## src/verilog/adcrd_path.sv

```systemverilog
// Summary of operation
// - Results of both converters and of the step filter can be moved to memory by DMA.
// - A DMA path writes memory words into the two converter control registers only.
// - The DMA read path takes words straight from either result register or the step result.
// - Each converter yields a 24-bit result, twos complement or unipolar per the coding bit.
// - One result count equals Vref/2^28, signed in bipolar and positive-only in unipolar.
// - Hardware removes the amplifier gain from the stored result.
// - Reading a result register clears that converter's ready flag.
// - A set ready flag blocks new data from overwriting that result register.
// - In power-down with DMA enabled the block is lifted and the newest result is kept.
// - The error bit sets on a gross overflow or underflow beyond 30 percent of full scale.
// - With the repeat counter active, results update only when the limit is reached.
// - While the processor is off, repeat gating is lifted so results stay current.
// - Simultaneous sampling copies the second converter's filter and start to the first.
`timescale 1ns/1ps
`default_nettype none

// ****************************************************************
// Shared constants
// ****************************************************************
package adcrd_pkg;
  localparam int NCH = 3;                 // Two converters plus step filter
  localparam int NCONV = 2;               // Converters with control registers
  localparam int STEP_CH = 2;             // Index of the step-filter channel
  localparam int RAW_W = 26;              // Raw modulator word with headroom
  localparam int RES_W = 32;              // Result register width
  localparam int CTRL_W = 20;             // Control register width
  localparam int FLT_W = 16;              // Filter setting width
  localparam int RCR_W = 16;              // Repeat-count width
  localparam int GAIN_W = 3;              // Log2 of amplifier gain
  localparam int CODING_BIT = 18;         // Unipolar when set
  localparam int SIM_BIT = 15;            // Simultaneous sampling enable
  localparam int ALIGN_SHIFT = 4;         // 24-bit code onto the 2^28 scale
  localparam logic [CTRL_W-1:0] CTRL0_RST = 20'h3038C;
  localparam logic [CTRL_W-1:0] CTRL1_RST = 20'h303FF;
  localparam logic [RES_W-1:0] RES_RST = 32'h00000000;
  localparam logic [RCR_W-1:0] RCR_RST = 16'h0000;
  localparam logic [RCR_W-1:0] RCR_ONE = 16'h0001;
  localparam logic [FLT_W-1:0] FLT_RST = 16'h0000;
  // Gross limits: more than 30 percent beyond full scale
  localparam logic signed [RAW_W-1:0] BIP_HI = 26'sh0A66666;
  localparam logic signed [RAW_W-1:0] BIP_LO = -26'sh0A66666;
  localparam logic signed [RAW_W-1:0] UNI_HI = 26'sh14CCCCC;
  localparam logic signed [RAW_W-1:0] UNI_LO = -26'sh04CCCCC;
  // Clamp points of the 24-bit code
  localparam logic signed [RAW_W-1:0] BIP_MAX = 26'sh07FFFFF;
  localparam logic signed [RAW_W-1:0] BIP_MIN = -26'sh0800000;
  localparam logic signed [RAW_W-1:0] UNI_MAX = 26'sh0FFFFFF;
  localparam logic signed [RAW_W-1:0] UNI_MIN = 26'sh0000000;
endpackage

module adcrd_path (
  input wire logic sys_clk,                                          // System clock
  input wire logic rst_n,                                            // Async reset, low
  input wire logic [adcrd_pkg::NCH-1:0] raw_valid,                   // Raw word strobes
  input wire logic [adcrd_pkg::NCH-1:0][adcrd_pkg::RAW_W-1:0] raw,   // Raw words
  input wire logic [adcrd_pkg::NCONV-1:0][adcrd_pkg::GAIN_W-1:0] pga_gain, // Gain log2
  input wire logic [adcrd_pkg::NCONV-1:0][adcrd_pkg::RCR_W-1:0] repeat_count_limit, // Limit
  input wire logic [adcrd_pkg::NCONV-1:0][adcrd_pkg::FLT_W-1:0] filter_cfg, // Filter sets
  input wire logic [adcrd_pkg::NCONV-1:0] conv_start_in,             // Start requests
  input wire logic [adcrd_pkg::FLT_W-1:0] common_converter_config,   // Common config
  input wire logic power_down,                                       // Power-down mode
  input wire logic cpu_off,                                          // Processor asleep
  input wire logic rd_strobe,                                        // Processor read
  input wire logic [1:0] rd_sel,                                     // Read channel
  input wire logic [adcrd_pkg::NCONV-1:0] sw_ctrl_we,                // Software write
  input wire logic [adcrd_pkg::CTRL_W-1:0] sw_ctrl_data,             // Software data
  input wire logic [adcrd_pkg::NCH-1:0] dma_rd_en,                   // Result DMA enable
  input wire logic [adcrd_pkg::NCH-1:0] dma_rd_ack,                  // Result word taken
  input wire logic [adcrd_pkg::NCONV-1:0] dma_wr_en,                 // Control DMA enable
  input wire logic [adcrd_pkg::NCONV-1:0] dma_wr_ack,                // Control word given
  input wire logic [adcrd_pkg::CTRL_W-1:0] dma_wr_data,              // Control DMA data
  output logic [adcrd_pkg::NCH-1:0][adcrd_pkg::RES_W-1:0] conversion_result_reg, // Results
  output logic [adcrd_pkg::NCH-1:0] result_ready,                    // Ready flags
  output logic [adcrd_pkg::NCH-1:0] result_error,                    // Error flags
  output logic [adcrd_pkg::RES_W-1:0] rd_data,                       // Read data
  output logic [adcrd_pkg::NCH-1:0] dma_rd_req,                      // Result requests
  output logic [adcrd_pkg::NCONV-1:0] dma_wr_req,                    // Control requests
  output logic [adcrd_pkg::NCONV-1:0][adcrd_pkg::CTRL_W-1:0] converter_control_reg, // Ctrl
  output logic [adcrd_pkg::FLT_W-1:0] filter_applied0,               // First conv filter
  output logic [adcrd_pkg::NCONV-1:0] conv_start_out                 // Applied starts
);
  typedef struct packed {
    logic [adcrd_pkg::NCH-1:0][adcrd_pkg::RES_W-1:0] res;
    logic [adcrd_pkg::NCH-1:0] rdy;
    logic [adcrd_pkg::NCH-1:0] err;
    logic [adcrd_pkg::NCH-1:0] dreq;
    logic [adcrd_pkg::NCONV-1:0] wreq;
    logic [adcrd_pkg::NCONV-1:0][adcrd_pkg::RCR_W-1:0] rcnt;
    logic [adcrd_pkg::NCONV-1:0][adcrd_pkg::CTRL_W-1:0] ctrl;
    logic [adcrd_pkg::RES_W-1:0] rd_data;
    logic [adcrd_pkg::FLT_W-1:0] flt0;
    logic [adcrd_pkg::NCONV-1:0] start;
  } adcrd_state_t;

  adcrd_state_t s_reg;
  adcrd_state_t s_next;
  logic [adcrd_pkg::NCH-1:0] sc_valid;
  logic [adcrd_pkg::NCH-1:0][adcrd_pkg::RES_W-1:0] sc_res;
  logic [adcrd_pkg::NCH-1:0] sc_gross;
  logic [adcrd_pkg::NCH-1:0] coding;
  logic [adcrd_pkg::NCH-1:0][adcrd_pkg::GAIN_W-1:0] gain;
  logic sim_on;

  assign sim_on = common_converter_config[adcrd_pkg::SIM_BIT];

  // ****************************************************************
  // Scalers, one per result channel
  // ****************************************************************
  // The step filter follows the first converter's coding at unity gain
  always_comb
  begin
    coding[0] = s_reg.ctrl[0][adcrd_pkg::CODING_BIT];
    coding[1] = s_reg.ctrl[1][adcrd_pkg::CODING_BIT];
    coding[adcrd_pkg::STEP_CH] = s_reg.ctrl[0][adcrd_pkg::CODING_BIT];
    gain[0] = pga_gain[0];
    gain[1] = pga_gain[1];
    gain[adcrd_pkg::STEP_CH] = '0;
  end

  genvar g;
  generate
    for (g = 0; g < adcrd_pkg::NCH; g++)
    begin : gen_scale
      adcrd_scale u_scale (
        .sys_clk(sys_clk),
        .rst_n(rst_n),
        .raw_valid(raw_valid[g]),
        .raw(raw[g]),
        .unipolar(coding[g]),
        .gain_log2(gain[g]),
        .res_valid(sc_valid[g]),
        .res(sc_res[g]),
        .gross(sc_gross[g])
      );
    end
  endgenerate

  // ****************************************************************
  // Next-state logic
  // ****************************************************************
  // Clears are applied first so a new event in the same cycle wins
  always_comb
  begin
    logic rd_hit;
    logic allow;
    logic rcr_act;
    logic reach;
    logic [adcrd_pkg::RCR_W-1:0] cnt_inc;
    rd_hit = 1'b0;
    allow = 1'b0;
    rcr_act = 1'b0;
    reach = 1'b0;
    cnt_inc = '0;
    s_next = s_reg;
    for (int c = 0; c < adcrd_pkg::NCH; c++)
    begin
      // Select 3 aliases channel 0, so a read there clears that flag too
      rd_hit = (rd_strobe && rd_sel % 2'(adcrd_pkg::NCH) == 2'(c))
        || (s_reg.dreq[c] && dma_rd_ack[c]);
      if (rd_hit)
      begin
        s_next.rdy[c] = 1'b0;
        s_next.err[c] = 1'b0;
        s_next.dreq[c] = 1'b0;
      end
      // Power-down with DMA lifts the overwrite block
      allow = !s_reg.rdy[c] || (power_down && dma_rd_en[c]);
      rcr_act = 1'b0;
      cnt_inc = '0;
      if (c < adcrd_pkg::NCONV)
      begin
        rcr_act = repeat_count_limit[c] > adcrd_pkg::RCR_ONE;
        cnt_inc = s_reg.rcnt[c] + adcrd_pkg::RCR_ONE;
      end
      reach = !rcr_act || cnt_inc >= repeat_count_limit[c % adcrd_pkg::NCONV];
      if (sc_valid[c])
      begin
        if (c < adcrd_pkg::NCONV)
          s_next.rcnt[c] = reach ? adcrd_pkg::RCR_RST : cnt_inc;
        // Processor off: every conversion lands while ready is clear, so data is current on wake
        if (allow && (reach || cpu_off))
          s_next.res[c] = sc_res[c];
        if (allow && reach)
        begin
          s_next.rdy[c] = 1'b1;
          if (dma_rd_en[c])
            s_next.dreq[c] = 1'b1;
        end
      end
      if (sc_gross[c])
        s_next.err[c] = 1'b1;
    end
    // Control word path: software write takes priority over DMA
    for (int c = 0; c < adcrd_pkg::NCONV; c++)
    begin
      s_next.wreq[c] = dma_wr_en[c] && !(s_reg.wreq[c] && dma_wr_ack[c]);
      if (sw_ctrl_we[c])
        s_next.ctrl[c] = sw_ctrl_data;
      else if (s_reg.wreq[c] && dma_wr_ack[c])
        s_next.ctrl[c] = dma_wr_data;
    end
    if (rd_strobe)
      s_next.rd_data = s_reg.res[rd_sel % 2'(adcrd_pkg::NCH)];
    // Paired sampling: first converter borrows the second's setup
    s_next.flt0 = sim_on ? filter_cfg[1] : filter_cfg[0];
    s_next.start[0] = sim_on ? conv_start_in[1] : conv_start_in[0];
    s_next.start[1] = conv_start_in[1];
  end

  // ****************************************************************
  // State register
  // ****************************************************************
  always_ff @(posedge sys_clk or negedge rst_n)
  begin
    if (!rst_n)
    begin
      s_reg <= '0;
      s_reg.ctrl[0] <= adcrd_pkg::CTRL0_RST;
      s_reg.ctrl[1] <= adcrd_pkg::CTRL1_RST;
    end
    else
      s_reg <= s_next;
  end

  // Outputs come straight from the state register
  assign conversion_result_reg = s_reg.res;
  assign result_ready = s_reg.rdy;
  assign result_error = s_reg.err;
  assign rd_data = s_reg.rd_data;
  assign dma_rd_req = s_reg.dreq;
  assign dma_wr_req = s_reg.wreq;
  assign converter_control_reg = s_reg.ctrl;
  assign filter_applied0 = s_reg.flt0;
  assign conv_start_out = s_reg.start;

  // ****************************************************************
  // Checks
  // ****************************************************************
  a_ready_blocks_res: assert property (@(posedge sys_clk) disable iff (!rst_n)
    s_reg.rdy[0] && !(power_down && dma_rd_en[0]) |=> $stable(s_reg.res[0]))
    else $error("result overwritten while ready");

  a_read_clears_rdy: assert property (@(posedge sys_clk) disable iff (!rst_n)
    rd_strobe && rd_sel == 2'h0 && !sc_valid[0] |=> !s_reg.rdy[0])
    else $error("read did not clear ready");

  a_dma_req_hold: assert property (@(posedge sys_clk) disable iff (!rst_n)
    s_reg.dreq[1] && !dma_rd_ack[1] && !(rd_strobe && rd_sel == 2'h1) |=> s_reg.dreq[1])
    else $error("result request dropped before acknowledge");

  a_gross_sets_err: assert property (@(posedge sys_clk) disable iff (!rst_n)
    sc_gross[0] |=> s_reg.err[0])
    else $error("gross excursion did not set error");

  a_unipolar_positive: assert property (@(posedge sys_clk) disable iff (!rst_n)
    sc_valid[1] && coding[1] |-> !sc_res[1][adcrd_pkg::RES_W-1])
    else $error("unipolar result went negative");

  a_rcr_gates_res: assert property (@(posedge sys_clk) disable iff (!rst_n)
    sc_valid[0] && repeat_count_limit[0] > adcrd_pkg::RCR_ONE && !cpu_off
    && s_reg.rcnt[0] + adcrd_pkg::RCR_ONE < repeat_count_limit[0] |=> $stable(s_reg.res[0]))
    else $error("result updated before repeat limit");

  a_pd_keeps_latest: assert property (@(posedge sys_clk) disable iff (!rst_n)
    sc_valid[0] && power_down && dma_rd_en[0]
    && (cpu_off || repeat_count_limit[0] <= adcrd_pkg::RCR_ONE)
    |=> s_reg.res[0] == $past(sc_res[0]))
    else $error("power-down result not the newest");

  a_sim_filter_copy: assert property (@(posedge sys_clk) disable iff (!rst_n)
    sim_on |=> s_reg.flt0 == $past(filter_cfg[1]) && s_reg.start[0] == $past(conv_start_in[1]))
    else $error("paired sampling setup not copied");

  a_ctrl_dma_write: assert property (@(posedge sys_clk) disable iff (!rst_n)
    s_reg.wreq[0] && dma_wr_ack[0] && !sw_ctrl_we[0] |=> s_reg.ctrl[0] == $past(dma_wr_data))
    else $error("control DMA word not stored");

  a_step_dma_req: assert property (@(posedge sys_clk) disable iff (!rst_n)
    sc_valid[2] && !s_reg.rdy[2] && dma_rd_en[2] |=> s_reg.dreq[2] ##0 s_reg.rdy[2])
    else $error("step result gave no DMA request");

  a_limit_sets_rdy: assert property (@(posedge sys_clk) disable iff (!rst_n)
    sc_valid[0] && !s_reg.rdy[0] && repeat_count_limit[0] > adcrd_pkg::RCR_ONE
    && s_reg.rcnt[0] + adcrd_pkg::RCR_ONE >= repeat_count_limit[0] |=> s_reg.rdy[0])
    else $error("ready not raised at repeat limit");

  a_asleep_current: assert property (@(posedge sys_clk) disable iff (!rst_n)
    sc_valid[0] && cpu_off && !s_reg.rdy[0] |=> s_reg.res[0] == $past(sc_res[0]))
    else $error("result not current while processor off");

  a_req_needs_en: assert property (@(posedge sys_clk) disable iff (!rst_n)
    !s_reg.dreq[0] && !dma_rd_en[0] |=> !s_reg.dreq[0])
    else $error("result request raised with DMA off");

  a_wr_req_follow: assert property (@(posedge sys_clk) disable iff (!rst_n)
    !dma_wr_en[0] |=> !s_reg.wreq[0])
    else $error("control request raised with DMA off");

  a_sw_ctrl_wins: assert property (@(posedge sys_clk) disable iff (!rst_n)
    sw_ctrl_we[1] |=> s_reg.ctrl[1] == $past(sw_ctrl_data))
    else $error("software control write lost");
endmodule

`default_nettype wire

```

## src/verilog/adcrd_scale.sv

```systemverilog
`timescale 1ns/1ps
`default_nettype none

// ****************************************************************
// Result scaler: clamp, code, gain compensation, gross detect
// ****************************************************************
module adcrd_scale (
  input wire logic sys_clk,                              // System clock
  input wire logic rst_n,                                // Async reset, low
  input wire logic raw_valid,                            // New raw word
  input wire logic signed [adcrd_pkg::RAW_W-1:0] raw,    // Raw modulator word
  input wire logic unipolar,                             // Coding select
  input wire logic [adcrd_pkg::GAIN_W-1:0] gain_log2,    // Amplifier gain
  output logic res_valid,                                // Scaled word ready
  output logic [adcrd_pkg::RES_W-1:0] res,               // Scaled result
  output logic gross                                     // Gross over/under
);
  typedef struct packed {
    logic valid;
    logic [adcrd_pkg::RES_W-1:0] res;
    logic gross;
  } adcrd_scale_t;

  adcrd_scale_t s_reg;
  adcrd_scale_t s_next;
  logic signed [adcrd_pkg::RAW_W-1:0] clamped;
  logic signed [adcrd_pkg::RES_W-1:0] wide;
  localparam int RES_W = adcrd_pkg::RES_W;

  // Clamp to the 24-bit code, then shift so one count is Vref/2^28
  always_comb
  begin
    s_next = s_reg;
    s_next.valid = raw_valid;
    clamped = raw;
    if (unipolar)
    begin
      if (raw > adcrd_pkg::UNI_MAX) clamped = adcrd_pkg::UNI_MAX;
      if (raw < adcrd_pkg::UNI_MIN) clamped = adcrd_pkg::UNI_MIN;
    end
    else
    begin
      if (raw > adcrd_pkg::BIP_MAX) clamped = adcrd_pkg::BIP_MAX;
      if (raw < adcrd_pkg::BIP_MIN) clamped = adcrd_pkg::BIP_MIN;
    end
    wide = RES_W'(clamped) <<< adcrd_pkg::ALIGN_SHIFT;
    // Dividing by the gain here keeps software free of gain correction
    if (raw_valid)
    begin
      s_next.res = unipolar ? (wide >> gain_log2) : (wide >>> gain_log2);
      s_next.gross = unipolar ? (raw > adcrd_pkg::UNI_HI || raw < adcrd_pkg::UNI_LO)
                              : (raw > adcrd_pkg::BIP_HI || raw < adcrd_pkg::BIP_LO);
    end
    else
      s_next.gross = 1'b0;
  end

  // State register
  always_ff @(posedge sys_clk or negedge rst_n)
  begin
    if (!rst_n)
      s_reg <= '0;
    else
      s_reg <= s_next;
  end

  assign res_valid = s_reg.valid;
  assign res = s_reg.res;
  assign gross = s_reg.gross;
endmodule

`default_nettype wire

```

## config.mk

```make
export PLATFORM = sky130hd
export DESIGN_NAME = adcrd_path
export DESIGN_NICKNAME = d
export VERILOG_FILES = /design/src/verilog/adcrd_path.sv /design/src/verilog/adcrd_scale.sv
export SDC_FILE = /design/constraint.sdc
export NUM_CORES = 1
export LEC_CHECK = 0
export ABC_AREA = 1
export BUFFER_PORTS_ARGS = -buffer_cell sky130_fd_sc_hd__buf_2
export CORE_MARGIN = 3
export CORE_UTILIZATION = 35
export DETAILED_ROUTE_END_ITERATION = 8
export GPL_ROUTABILITY_DRIVEN = 0
export SYNTH_ARGS = -nofsm -noshare
export SYNTH_HDL_FRONTEND = slang
export SYNTH_HIERARCHICAL = 1
export SYNTH_SLANG_ARGS = --single-unit
```

## constraint.sdc

```tcl
create_clock -name sys_clk -period 3.3 [get_ports sys_clk]
set_input_delay 0 -clock sys_clk [delete_from_list [all_inputs] [get_ports sys_clk]]
set_output_delay 0 -clock sys_clk [all_outputs]
set_load 0.02 [all_outputs]
```

# Yosys cells after proc, flatten, opt, wreduce, memory -nomap -nowiden
# Index checks and enable logic that the tools add are counted.
dict set report classes {
  addsub 2
  n_mul 0
  n_div 1
  magnitude_cmp 29
  n_eq_ne 2
  shifts 4
  mux 60
  n_bitwise 0
  reduce_logical 49
}
# cell n
set op_table {}
lappend op_table {{2-to-1 mux 26 bit} 15}
lappend op_table {{greater-than comparator 26 x 25 -> 1 bit, second input constant} 6}
lappend op_table {{less-than comparator 26 x 24 -> 1 bit, second input constant} 6}
lappend op_table {{2-to-1 mux 32 bit} 3}
lappend op_table {{2-to-1 mux 20 bit} 4}
lappend op_table {{greater-than comparator 26 x 24 -> 1 bit, second input constant} 3}
lappend op_table {{greater-than comparator 26 bit, second input constant} 3}
lappend op_table {{less-than comparator 26 x 1 -> 1 bit, second input constant} 3}
lappend op_table {{less-than comparator 26 x 25 -> 1 bit, second input constant} 3}
lappend op_table {{binary-select mux 32 bit (select 2 bit)} 1}
lappend op_table {{>> shifter 32 x 3 -> 32 bit} 2}
lappend op_table {{>>> shifter 30 x 3 -> 32 bit} 2}
lappend op_table {{2-to-1 mux 16 bit} 3}
lappend op_table {{2-to-1 mux 1 bit} 34}
lappend op_table {{adder 16 x 1 -> 16 bit, second input constant} 2}
lappend op_table {{>= comparator 16 bit} 2}
lappend op_table {{greater-than comparator 16 x 1 -> 1 bit, second input constant} 2}
lappend op_table {{logical AND 1 bit} 17}
lappend op_table {{logical OR 1 bit} 16}
lappend op_table {{nonzero test 2 bit} 5}
lappend op_table {{logical NOT 1 bit} 7}
lappend op_table {{AND reduction 2 bit} 3}
lappend op_table {{less-than comparator 2 x 3 -> 1 bit, second input constant} 1}
lappend op_table {{== test 2 x 1 -> 1 bit, second input constant} 1}
lappend op_table {{3 further kinds} 3}
dict set report totals {
  ff_bits 319
  latchBits 0
  mem_bits_rw 0
  romBits 0
  inputBits 228
  out_inout_bits 197
  wordCells 172
  n_memories 0
}

# Longest topological paths before layout
dict set report logic_depth {
  word_depth 8
  mapped_depth 22
  ltp_nobuf 21
}

# By module
# The synthesis kept the hierarchy.
# module n_inst cells_each area_per_inst_um2 seq_area_each_um2
set by_module_without_submodules {}
lappend by_module_without_submodules {adcrd_path 1 1553 12881.1 5754.3}
lappend by_module_without_submodules {adcrd_scale 3 556 3250.6 850.8}

# Worst setup path before layout
# OpenSTA, ideal clock, no wires.
dict set report synth_timing {
  path_type {register to register}
  start {register s_reg[106] (netlist bit)}
  end {register s_reg, in the netlist conversion_result_reg[54]}
  setup_ns 0.116
  t_arrival_ns 2.280
  required_ns 3.184
  slack_ns 0.904
  stages_incl_launch_ff 20
  n_path_buf 1
  synth_period_minus_slack_ns 2.396
  cell_sequence {dfrtp_1 ha_1 nand2_1 inv_1 nand3_2 nor2_1 nand2_1 nor2_1 nand2_1 nand2_1 inv_2 ha_1 nand4_1 a21oi_1 nor2_2 nand2_4 nand2_8 buf_4 nand3_1 nand2_1}
}
dict set report synth_via {
  elab_chain_cells 6
}
# element line_no
set synth_rtl {}
lappend synth_rtl {{start, declared} adcrd_path.sv:96} ;# adcrd_state_t s_reg;
lappend synth_rtl {{start signal, assigned} adcrd_path.sv:223} ;# s_reg <= s_next;
lappend synth_rtl {{adder 16 x 1 -> 16 bit} adcrd_path.sv:174} ;# cnt_inc = s_reg.rcnt[c] + adcrd_pkg::RCR_ONE;
lappend synth_rtl {{>= comparator 16 bit} adcrd_path.sv:176} ;# reach = !rcr_act || cnt_inc >= repeat_count_limit[c % adcrd_pkg::NCONV];
lappend synth_rtl {{logical OR 1 bit} adcrd_path.sv:176}
lappend synth_rtl {{logical OR 1 bit} adcrd_path.sv:182} ;# if (allow && (reach || cpu_off))
lappend synth_rtl {{logical AND 1 bit} adcrd_path.sv:182}
lappend synth_rtl {{AND reduction 2 bit (no source line)} --}
# Every way passes these cells.
# A chain may end at the register's enable or synchronous reset.

==> results.json <==
{
  "outcome": "finished, final reports clean",
  "cts_buffers": 40,
  "fin_crit_sh": 0.907,
  "rr_endpoint": "dma_rd_req[1]",
  "dr.pass1.iters": 6,
  "hp-start": "raw[1]",
  "fin_skew_ns": 0.0281,
  "die_h_um": 260,
  "ys_warn_count": 6,
  "grt_pass1_wl_um": 118000,
  "fmax_mhz": 334,
  "area_growth_pct": 17.6,
  "vdd_ir_drop_max_uv": 320,
  "fp.dieW_um": 260,
  "core-area_um2": 63500,
  "cp-end-kind": "flop",
  "fillCellCount": 6603,
  "start_util": 0.356,
  "htreeDepth": 2,
  "clock-sinks": 331,
  "async_reset_ff_frac": 1.00,
  "yosysSeqAreaShare": 0.367,
  "rsz0062_at_grt": "false",
  "path_max_fanout": 5,
  "overflow": 0,
  "powerDensity_nw_per_um2": 609,
  "slew_headroom": 0.349,
  "required_ns": 3.78,
  "most-common-layout-cells": "937 x nand2_1, 480 x nand3_1, 408 x buf_2, 340 x nor2_1, 312 x dfrtp_1",
  "holdCritPathClass": "in -> reg",
  "ant_nets": 0,
  "worst_pin_slew_ns": 0.976,
  "post_cts_buffers": 0,
  "die_area_um2": 67800,
  "crit_type": "reg -> reg",
  "final_common_cell": "nand2_1",
  "final_nets": 3772,
  "placed_cells": 4157,
  "period_needed_ns": 2.99,
  "clkSlewWorstSetupHoldPaths_ns": 0.06,
  "hold_end": "gen_scale[0].u_scale/gross",
  "clockBufferDepth": 3,
  "synth_seq_cells": 331,
  "grt_pass1_vias": 20500,
  "rrSetupSlack_ns": 0.31,
  "synth_ff_type": "dfrtp_1",
  "yosysUniqueCellTypes": 42,
  "cellLeakagePower_nw": 13.5,
  "slew_viol_final": 0,
  "fp-row-count": 92,
  "drive_gt1_frac": 0.194,
  "routed_wl_um": 76300,
  "grt_use_total": 0.219,
  "port_buffers": 409,
  "synth_edf_count": 0,
  "crit_path_start": "s_reg[106]",
  "hpwl_um": 56300,
  "via_count": 21900,
  "cp-start-kind": "flop",
  "clk_latency_ns": 0.57,
  "wl_per_cell_um": 17.4,
  "cp_data_arrival_time_ns": 3.48,
  "rr_worst_depth": 18,
  "drt-initial-drc-count": 1954,
  "syn_avg_cell_area_um2": 7.03,
  "r2r-start": "s_reg[106]",
  "cts_tree": "done",
  "grt_max_degree": 91,
  "netlist_area_um2": 22600,
  "hold_violations": 0,
  "vias_per_cell": 5.00,
  "cts_root_buf": "clkbuf_16",
  "instances_no_fill": 4388,
  "setup_violations": 0,
  "min_path_cells": 5,
  "max-cap-violations": 0,
  "post-route-drc-count": 0,
  "grt_antenna_before_repair": 4,
  "synth_cells": 3221,
  "finalSetupTns_ns": 0,
  "final_core_util": 0.419,
  "io_pins": 425
}
==> routing by layer <==
layer	share of wire	track usage	vias up
li1	-	-	10900
met1	0.47	0.319	10200
met2	0.44	0.339	734
met3	0.065	0.0350	87
met4	0.020	0.0497	0
met5	0	0	-
==> worst max-delay path by stage <==
stage               depth (start not counted)                   endpoint
finish                                     18              dma_rd_req[1]
global route                               18              dma_rd_req[1]
CTS                                        18              dma_rd_req[1]
detailed placement                         19  conversion_result_reg[62]
global placement                           19  conversion_result_reg[26]
floorplan                                  19  conversion_result_reg[54]
==> metrics by stage <==
| stage | hold slack (ns) | setup WS (ns) | area (um2) | total power, W |
|---|---|---|---|---|
| final | 0.0258 | 0.306 | 26600 | 0.0162 |
| after floorplan | -0.296 | 0.904 | 22700 | 0.0100 |
| after detailed placement | 0.0565 | 0.437 | 23700 | 0.0114 |
| after CTS | 0.00267 | 0.309 | 26600 | 0.0163 |
| after global routing | 0.0847 | 0.0287 | 26600 | 0.0172 |
| after global placement | 0.0521 | 0.513 | 23700 | 0.0114 |
==> kinds of logic after synthesis <==
family,after synthesis,share of synthesized area
compound gates,375,0.102
xor+xnor,16,0.00619
fa+ha+maj,36,0.0199
buf+inv,592,0.142
flops,331,0.367
mux,49,0.0244
other cells,1,0.000166
simple gates,1821,0.338
==> cell usage after synthesis (all sizes together) (8+ instances only) <==
| cell type | n | share of area |
|---|---|---|
| a21o | 8 | 0.0027 |
| a21oi | 40 | 0.010 |
| a31oi | 75 | 0.021 |
| buf | 270 | 0.089 |
| clkbuf | 84 | 0.014 |
| dfrtp | 312 | 0.34 |
| dfstp | 19 | 0.022 |
| ha | 36 | 0.020 |
| inv | 238 | 0.039 |
| mux2 | 49 | 0.024 |
| nand2 | 950 | 0.16 |
| nand3 | 481 | 0.11 |
| nand4 | 11 | 0.0030 |
| nor2 | 354 | 0.061 |
| nor3 | 16 | 0.0035 |
| o21ai | 234 | 0.062 |
| xor2 | 16 | 0.0062 |
==> cell type report <==
type | instances | area (um2) | share of cell area
diodes | 2 | 5.00 | 0.000188
clock buffers | 57 | 1200 | 0.0449
clock inverters | 17 | 188 | 0.00705
inverters | 238 | 893 | 0.0336
multi-input cells | 2306 | 11100 | 0.418
flip-flops and latches | 331 | 8310 | 0.312
well taps | 846 | 1060 | 0.0398
repair buffers | 591 | 3840 | 0.144
==> worst max-delay path, stage by stage (launching register included) <==
cell,delay [ns]
dfrtp_1,0.44
ha_1,0.21
nand2_1,0.07
inv_1,0.09
nand3_2,0.10
nor2_1,0.16
nand2_1,0.12
nor2_1,0.10
nand2_1,0.06
nand2_1,0.07
inv_2,0.04
ha_1,0.26
nand4_1,0.12
a21oi_1,0.17
nor2_2,0.08
nand2_4,0.13
nand3_1,0.08
dlygate4sd3_1,0.56
o21ai_0,0.07
==> where the power goes <==
group / switching (W) / total, W / internal, W
combinational: 0.00359 / 0.00546 / 0.00186
clock: 0.00183 / 0.00460 / 0.00277
sequential: 0.00110 / 0.00615 / 0.00505
total: 0.00652 / 0.0162 / 0.00968
==> timing repair <==
item                                    4_1_cts  5_1_grt
endpoints found under the setup margin        0        0
gates resized for setup                       0        0
hold buffers                                155        0
hold endpoints to repair                    218        0
Note: power is estimated with default switching activity, not from simulation.
